## src/hpa_defines.vh

```
// Purpose: constants for the max address security command block
// Assumes: included by hpa_core.v only
// Notes:   control register offsets are byte addresses on Avalon-MM
`ifndef HPA_DEFINES_VH
`define HPA_DEFINES_VH
// Command opcodes
`define HPA_OP_READ_NATIVE  8'hF8
`define HPA_OP_SET_MAX      8'hF9
// Feature field sub-function codes
`define HPA_FEAT_SET_MAX    8'h00
`define HPA_FEAT_SET_PWD    8'h01
`define HPA_FEAT_LOCK       8'h02
`define HPA_FEAT_UNLOCK     8'h03
`define HPA_FEAT_FREEZE     8'h04
// Register byte offsets
`define HPA_REG_CMD         4'h0
`define HPA_REG_LBA         4'h4
`define HPA_REG_STATUS      4'h8
`define HPA_REG_RESULT      4'hC
// Command register field positions
`define HPA_CMD_OP_LSB      0
`define HPA_CMD_FEAT_LSB    8
`define HPA_CMD_VOL_BIT     16
`define HPA_CMD_GO_BIT      31
// Password buffer window: byte offset 0x40, words 0..15
`define HPA_PWD_BASE_BIT    6
// Limits and the counter value loaded at lock
`define HPA_LBA28_MAX       28'hFFFFFFF
`define HPA_UNLOCK_TRIES    3'h5
// Security mode codes, one-hot
`define HPA_MODE_INACTIVE   4'h1
`define HPA_MODE_UNLOCKED   4'h2
`define HPA_MODE_LOCKED     4'h4
`define HPA_MODE_FROZEN     4'h8
`endif

```

## src/hpa_core.v

```verilog
// Purpose: max address limit and password security state for one drive
// Assumes: firmware hands decoded commands in over Avalon-MM
// Notes:   power_rst is power-on; link resets never reach this block
//
// Behaviour
// - Opcode F8h reads native max, F9h sets max address.
// - Set password, lock, unlock, freeze are F9h sub-functions by feature.
// - 28-bit native max read saturates at 268,435,455.
// - Native max read returns the native max whatever the current limit.
// - Lowered limit holds until another Set Max Address raises it.
// - Volatile limit is discarded at power-on or reset.
// - Set password stores password for power cycle, enters unlocked.
// - Password is words 1-16 of the transferred sector, 32 bytes.
// - Lock enters locked; only unlock and freeze allowed afterwards.
// - Matching unlock moves locked mode to unlocked mode.
// - Mismatching unlock aborts and decrements the attempt counter.
// - Lock loads counter with five; only locked mismatches decrement.
// - In locked mode, counter at zero aborts every unlock until power cycle.
// - Freeze enters frozen mode and rejects all Set Max commands.
// - Password, mode, counter clear at power cycle, survive link reset.
// - F9h right after F8h is plain Set Max Address.
//
// Our own choices: register access over Avalon-MM and the placing of the registers.
`timescale 1ns/100ps
`include "hpa_defines.vh"

module hpa_core #(
	parameter LBA_W = 48
) (
	// Clock and resets
	input  wire             ref_clk,
	input  wire             sys_rst,
	input  wire             power_rst,
	// Native capacity and stored limit from the media layer
	input  wire [LBA_W-1:0] native_max,
	input  wire [LBA_W-1:0] nv_max,
	// Avalon-MM slave
	input  wire [6:0]       avs_address,
	input  wire             avs_read,
	input  wire             avs_write,
	input  wire [31:0]      avs_writedata,
	output reg  [31:0]      avs_readdata,
	output reg              avs_waitrequest,
	// Results to the drive
	output reg  [LBA_W-1:0] max_lba,
	output reg              nv_store,
	output reg  [LBA_W-1:0] nv_value
);

	// Live state
	reg [3:0]       mode;
	reg [2:0]       tries;
	reg [255:0]     pwd;
	reg [255:0]     buf_pwd;
	reg             pwd_set;
	reg             last_rnm;
	reg [LBA_W-1:0] lba_arg;
	reg [LBA_W-1:0] result;
	reg             aborted;
	reg             done;
	reg [LBA_W-1:0] next_max;
	reg [3:0]       next_mode;
	reg [2:0]       next_tries;
	reg             next_abort;
	reg             next_store_pwd;

	wire       acc   = (avs_read | avs_write) & avs_waitrequest;
	wire       go    = acc & avs_write & (avs_address[6:2] == 5'h00)
		& avs_writedata[`HPA_CMD_GO_BIT];
	wire [7:0] op    = avs_writedata[`HPA_CMD_OP_LSB +: 8];
	wire [7:0] feat  = avs_writedata[`HPA_CMD_FEAT_LSB +: 8];
	wire       vol   = avs_writedata[`HPA_CMD_VOL_BIT];
	wire       match = (buf_pwd == pwd);
	// Native max above the 28-bit ceiling, picks the saturated read
	wire       big   = (native_max > {{(LBA_W-28){1'b0}}, `HPA_LBA28_MAX});

	// Command decode and security transitions
	always @* begin
		next_max       = max_lba;
		next_mode      = mode;
		next_tries     = tries;
		next_abort     = 1'b0;
		next_store_pwd = 1'b0;
		if (op == `HPA_OP_SET_MAX) begin
			if (last_rnm || feat == `HPA_FEAT_SET_MAX) begin
				// Locked or frozen rejects address change
				if (mode == `HPA_MODE_LOCKED || mode == `HPA_MODE_FROZEN)
					next_abort = 1'b1;
				else
					next_max = lba_arg;
			end else begin
				case (feat)
				`HPA_FEAT_SET_PWD: begin
					if (mode == `HPA_MODE_LOCKED || mode == `HPA_MODE_FROZEN)
						next_abort = 1'b1;
					else begin
						next_store_pwd = 1'b1;
						next_mode      = `HPA_MODE_UNLOCKED;
					end
				end
				`HPA_FEAT_LOCK: begin
					if (mode != `HPA_MODE_UNLOCKED)
						next_abort = 1'b1;
					else begin
						next_mode  = `HPA_MODE_LOCKED;
						next_tries = `HPA_UNLOCK_TRIES;
					end
				end
				`HPA_FEAT_UNLOCK: begin
					if (mode == `HPA_MODE_FROZEN)
						next_abort = 1'b1;
					else if (mode == `HPA_MODE_LOCKED && tries == 3'h0)
						next_abort = 1'b1;
					else if (mode == `HPA_MODE_LOCKED && match)
						next_mode = `HPA_MODE_UNLOCKED;
					else if (mode == `HPA_MODE_LOCKED) begin
						next_abort = 1'b1;
						next_tries = tries - 3'h1;
					end else if (!match)
						next_abort = 1'b1;
				end
				`HPA_FEAT_FREEZE: begin
					if (mode == `HPA_MODE_FROZEN || mode == `HPA_MODE_INACTIVE)
						next_abort = 1'b1;
					else
						next_mode = `HPA_MODE_FROZEN;
				end
				default: next_abort = 1'b1;
				endcase
			end
		end else if (op != `HPA_OP_READ_NATIVE)
			next_abort = 1'b1;
	end

	// Security state: power-on only
	always @(posedge ref_clk) begin
		if (power_rst) begin
			mode    <= `HPA_MODE_INACTIVE;
			tries   <= 3'h0;
			pwd     <= 256'h0;
			pwd_set <= 1'b0;
		end else if (go) begin
			mode  <= next_mode;
			tries <= next_tries;
			if (next_store_pwd) begin
				pwd     <= buf_pwd;
				pwd_set <= 1'b1;
			end
		end
	end

	// Limit and bus state: any reset
	always @(posedge ref_clk) begin
		if (sys_rst || power_rst) begin
			avs_waitrequest <= 1'b1;
			avs_readdata    <= 32'h0;
			buf_pwd         <= 256'h0;
			lba_arg         <= {LBA_W{1'b0}};
			last_rnm        <= 1'b0;
			result          <= {LBA_W{1'b0}};
			aborted         <= 1'b0;
			done            <= 1'b0;
			nv_store        <= 1'b0;
			nv_value        <= {LBA_W{1'b0}};
			// Volatile limit dropped, fall back to stored one
			max_lba         <= nv_max;
		end else begin
			avs_waitrequest <= ~acc;
			nv_store        <= 1'b0;
			if (acc && avs_write) begin
				// Password words 1-16 land in 0x40..0x7C
				if (avs_address[`HPA_PWD_BASE_BIT])
					buf_pwd[avs_address[5:2]*16 +: 16]
						<= avs_writedata[15:0];
				// High word first, then low word shifts it up
				else if (avs_address[5:0] == {2'b00, `HPA_REG_LBA})
					lba_arg <= {lba_arg[LBA_W-33:0], avs_writedata};
			end
			if (go) begin
				done     <= 1'b1;
				aborted  <= next_abort;
				last_rnm <= (op == `HPA_OP_READ_NATIVE);
				if (op == `HPA_OP_READ_NATIVE)
					// Native max, saturated at 28 bits, whatever the limit
					result <= big ? {{(LBA_W-28){1'b0}}, `HPA_LBA28_MAX}
						: native_max;
				if (!next_abort) begin
					max_lba <= next_max;
					if (next_max != max_lba && !vol) begin
						nv_store <= 1'b1;
						nv_value <= next_max;
					end
				end
			end
			if (acc && avs_read) begin
				case (avs_address[5:0])
				{2'b00, `HPA_REG_CMD}:    avs_readdata <= {31'h0, done};
				{2'b00, `HPA_REG_LBA}:    avs_readdata <= result[31:0];
				{2'b00, `HPA_REG_STATUS}: avs_readdata <= {21'h0, pwd_set,
					tries, aborted, mode, 2'b00};
				{2'b00, `HPA_REG_RESULT}: avs_readdata <=
					{16'h0, result[LBA_W-1:32]};
				default:                  avs_readdata <= 32'h0;
				endcase
			end
		end
	end

endmodule // hpa_core

```

## config.mk

```make
export PLATFORM = sky130hd
export DESIGN_NAME = hpa_core
export DESIGN_NICKNAME = d
export VERILOG_FILES = /design/src/hpa_core.v
export VERILOG_INCLUDE_DIRS = /design/src
export SDC_FILE = /design/constraint.sdc
export NUM_CORES = 2
export LEC_CHECK = 0
export BUFFER_PORTS_ARGS = -buffer_cell sky130_fd_sc_hd__buf_2
export CORE_UTILIZATION = 50
export DETAILED_ROUTE_END_ITERATION = 10
export PLACE_DENSITY = 0.7
export SLEW_MARGIN = 20
export SYNTH_ARGS = -nofsm -noshare
export SYNTH_HDL_FRONTEND = slang
export SYNTH_SLANG_ARGS = --single-unit
export TNS_END_PERCENT = 30
```

## constraint.sdc

```tcl
create_clock -name ref_clk -period 6.3 [get_ports ref_clk]
set_input_delay 0.63 -clock ref_clk [delete_from_list [all_inputs] [get_ports ref_clk]]
set_output_delay 0.63 -clock ref_clk [all_outputs]
set_load 0.005 [all_outputs]
```

==> impl_metrics.toml <==
[cts]
cts_inserted_buffers = 80
clockBufferDepth = 3
clock-sinks = 749
post_cts_buffers = 0
clk_pin_slew_ns = 0.06
cts_resized = 0
cts_tree = "built"
htree_levels = 3
clockRootBuffer = "clkbuf_16"
cts-hold-fix-buffers = 0
clock_latency_ns = 0.63

[critical_path]
critical_path.cell_chain = "xnor2_1 > nand4_1 > nor4_1 > nand4_1 > nor4_1 > buf_4 > nand2_1 > a31oi_4 > buf_4"
critPathRequiredTime_ns = 6.55
critPathLaunchType = "register"
cp_data_arrival_time_ns = 4.34
critical-path-top-delay-family = "simple AND/OR/NAND/NOR gates"
crit_fanout = 48
worstSetupPathType = "reg2reg"
cp-end-kind = "register"
crit_buf_inv = 2
slowest_delay_ns = 0.99
cp_slowest_cell = "nor4_1"

[sta]
min_period_over_period_pct = 64.92
setup-violations-final = 0
post-route-min-period_ns = 4.090
slew_headroom_pct = 18.59
hold_viol = 0
tightest_slew_ns = 1.210
clock_skew_ns = 0.02413
drv_slew = 0
fmax_mhz = 244.5
tns_ns = 0
rsz0062_at_grt = "no"

[routing]
ant_nets = 0
drt_iter0_drc = 3555
vias = 28740
first_pass_iters = 6
viasPerCell = 5.791
drc = 0
wire_per_inst_um = 20.28
drt_wl_total_mm = 100.6

[placed_design]
portBuffers = 269
gp_congestion = 0.9184
dp_hpwl_mm = 62.49

[worst_hold_path]
hp-class = "in2reg"

[yosys]
netlist_area_um2 = 31640
seq_area_frac_synth_pct = 48.92
async_reset_ff_share_pct = 0
synth_edf_count = 48
yosysUniqueCellTypes = 61
syn-mean-instance-area_um2 = 7.995
yosysWarnings = 0
syn_nets = 4104
netlist_instances = 3957
synth-main-ff-cell = "dfxtp_1"
synth-seq-cells = 749

[grt]
grt_pass1_wl_mm = 151.1
grt_util_all_layers_pct = 30.23
antenna_found_initial = 5
grt_max_degree = 210
grt_pass1_vias = 25730
grt-ovfl-total = 0

[floorplanning]
start_util_pct = 50.98
ios = 270
die_h_um = 253.5
rows = 91
core_area_um2 = 62050
dieArea_um2 = 64280
fp.dieW_um = 253.5

[layout]
area_growth_pct = 13.78
layout-drive-gt1-share_pct = 11.31
finish.net_count = 4203

[status]
status = "finished clean"

[power_and_ir_drop]
vdd_ir_drop_max_mv = 0.1558
total_power_uw = 10190
p_leak_uw = 0.01262
powerDensity_nw_per_um2 = 283.0

[job]
max-cap-violations = 0
[logic make-up (layout without fill, tap and decap cells)]
logic type | after synthesis | after routing | synth area share (%)
flops | 749 | 749 | 48.92
buf+inv | 362 | 525 | 4.663
other cells | 0 | 5 | 0
fa+ha+maj | 7 | 7 | 0.2768
simple gates | 1759 | 1759 | 24.81
mux | 28 | 28 | 0.8859
compound gates | 804 | 804 | 13.58
xor+xnor | 248 | 248 | 6.866
[placed cells by master, fill, tap and decap left out, drive strengths merged, types with 9 or more instances in the layout]
| master | instances |
|---|---|
| o22ai | 18 |
| dfxtp | 701 |
| xor2 | 67 |
| nor4 | 48 |
| clkinv | 11 |
| nand2b | 14 |
| mux2i | 28 |
| clkbuf | 127 |
| buf | 313 |
| and3 | 28 |
| or2 | 31 |
| edfxtp | 48 |
| and4 | 21 |
| a22oi | 10 |
| nor2 | 260 |
| a21oi | 654 |
| inv | 67 |
| a31oi | 22 |
| nand4 | 71 |
| and2 | 9 |
| nand3 | 106 |
| nor3 | 252 |
| nand2 | 877 |
| o21ai | 52 |
| xnor2 | 181 |
| nor2b | 21 |
[area by class of cell]
type,count,area (um2)
clock buffers,126,2449
fillers,5644,26060
repair buffers,314,1755
inverters,65,244.0
well taps,837,1047
clock inverters,20,249.0
flip-flops and latches,749,15470
multi-input cells,2846,14760
diodes,5,12.51
[per-layer routing]
layer	up-vias	routed length, um	global-route usage (%)
met2	1365	44540	47.27
met5	-	33	0
met3	248	10580	6.125
met4	4	4332	13.40
li1	13600	-	-
met1	13520	41150	40.27
[synthesized netlist by cell type, drive strengths merged, types with 4 or more instances]
library cell	instances	area share, %
o22ai	18	0.36
inv	65	0.77
edfxtp	48	4.6
ha	7	0.28
and4	21	0.58
nand2b	14	0.30
nor2b	21	0.42
a31oi	22	0.44
clkbuf	217	2.6
o2bb2ai	7	0.19
dfxtp	701	44
nand3	106	1.7
nor3	252	4.0
a22o	8	0.22
and3	28	0.55
a21oi	654	10
o21ai	52	0.83
nand2	877	10
or3	4	0.095
or2	31	0.61
mux2i	28	0.89
nand4	71	1.4
nor4	48	0.97
a221oi	7	0.19
a2111oi	4	0.11
xnor2	181	5.0
nor2	260	3.1
xor2	67	1.9
a22oi	10	0.24
or4	4	0.11
a2111o	6	0.21
and2	9	0.18
buf	80	1.3
[registers in the layout (all words and copies together), names as in the netlist, 3 cells and up]
register      count
mode              4
pwd             256
max_lba          48
lba_arg          48
buf_pwd         256
result           48
avs_readdata     32
nv_value         48
tries             3
[worst register-to-register path, stage by stage (launching register included)]
cell	delay, ns
dfxtp_1	0.34
xnor2_1	0.34
nand4_1	0.27
nor4_1	0.99
nand4_1	0.21
nor4_1	0.37
buf_4	0.22
nand2_1	0.14
a31oi_4	0.19
buf_4	0.57
[final timing paths]
| path | start | to | slack [ns] | cells past startpoint |
|---|---|---|---|---|
| worst max-delay path | buf_pwd[86]$_SDFFE_PP0P_ | max_lba[47]$_DFFE_PP_ | 2.21 | 9 |
| worst min-delay path | avs_writedata[20] | lba_arg[20]$_SDFFE_PP0P_ | 0.25 | 3 |
| worst max register to register | buf_pwd[86]$_SDFFE_PP0P_ | max_lba[47]$_DFFE_PP_ | 2.21 | 9 |
| worst min register to register | avs_readdata[16]$_SDFFE_PP0P_ | avs_readdata[16]$_SDFFE_PP0P_ | 0.45 | 2 |
[metrics by stage]
step / std cells / area (um2) / setup slack [ns] / hold slack (ns) / util (%)
after global routing: 4958 / 35990 / 2.243 / 0.2470 / 57.99
final: 4962 / 36000 / 2.210 / 0.2511 / 58.01
after CTS: 4957 / 35970 / 2.480 / 0.2304 / 57.97
after floorplan: 3957 / 31640 / 1.023 / 0.4252 / -
after detailed placement: 4811 / 33280 / 2.030 / 0.4402 / 53.63
after global placement: 4811 / 33280 / 2.128 / 0.4359 / 53.63
[power breakdown]
part           leakage, uW  switching (uW)  internal (uW)
clock network      0.00133            1950           2880
logic              0.00515             377            119
registers          0.00614            36.9           4830
No activity file was read; power rests on OpenSTA's default activity.
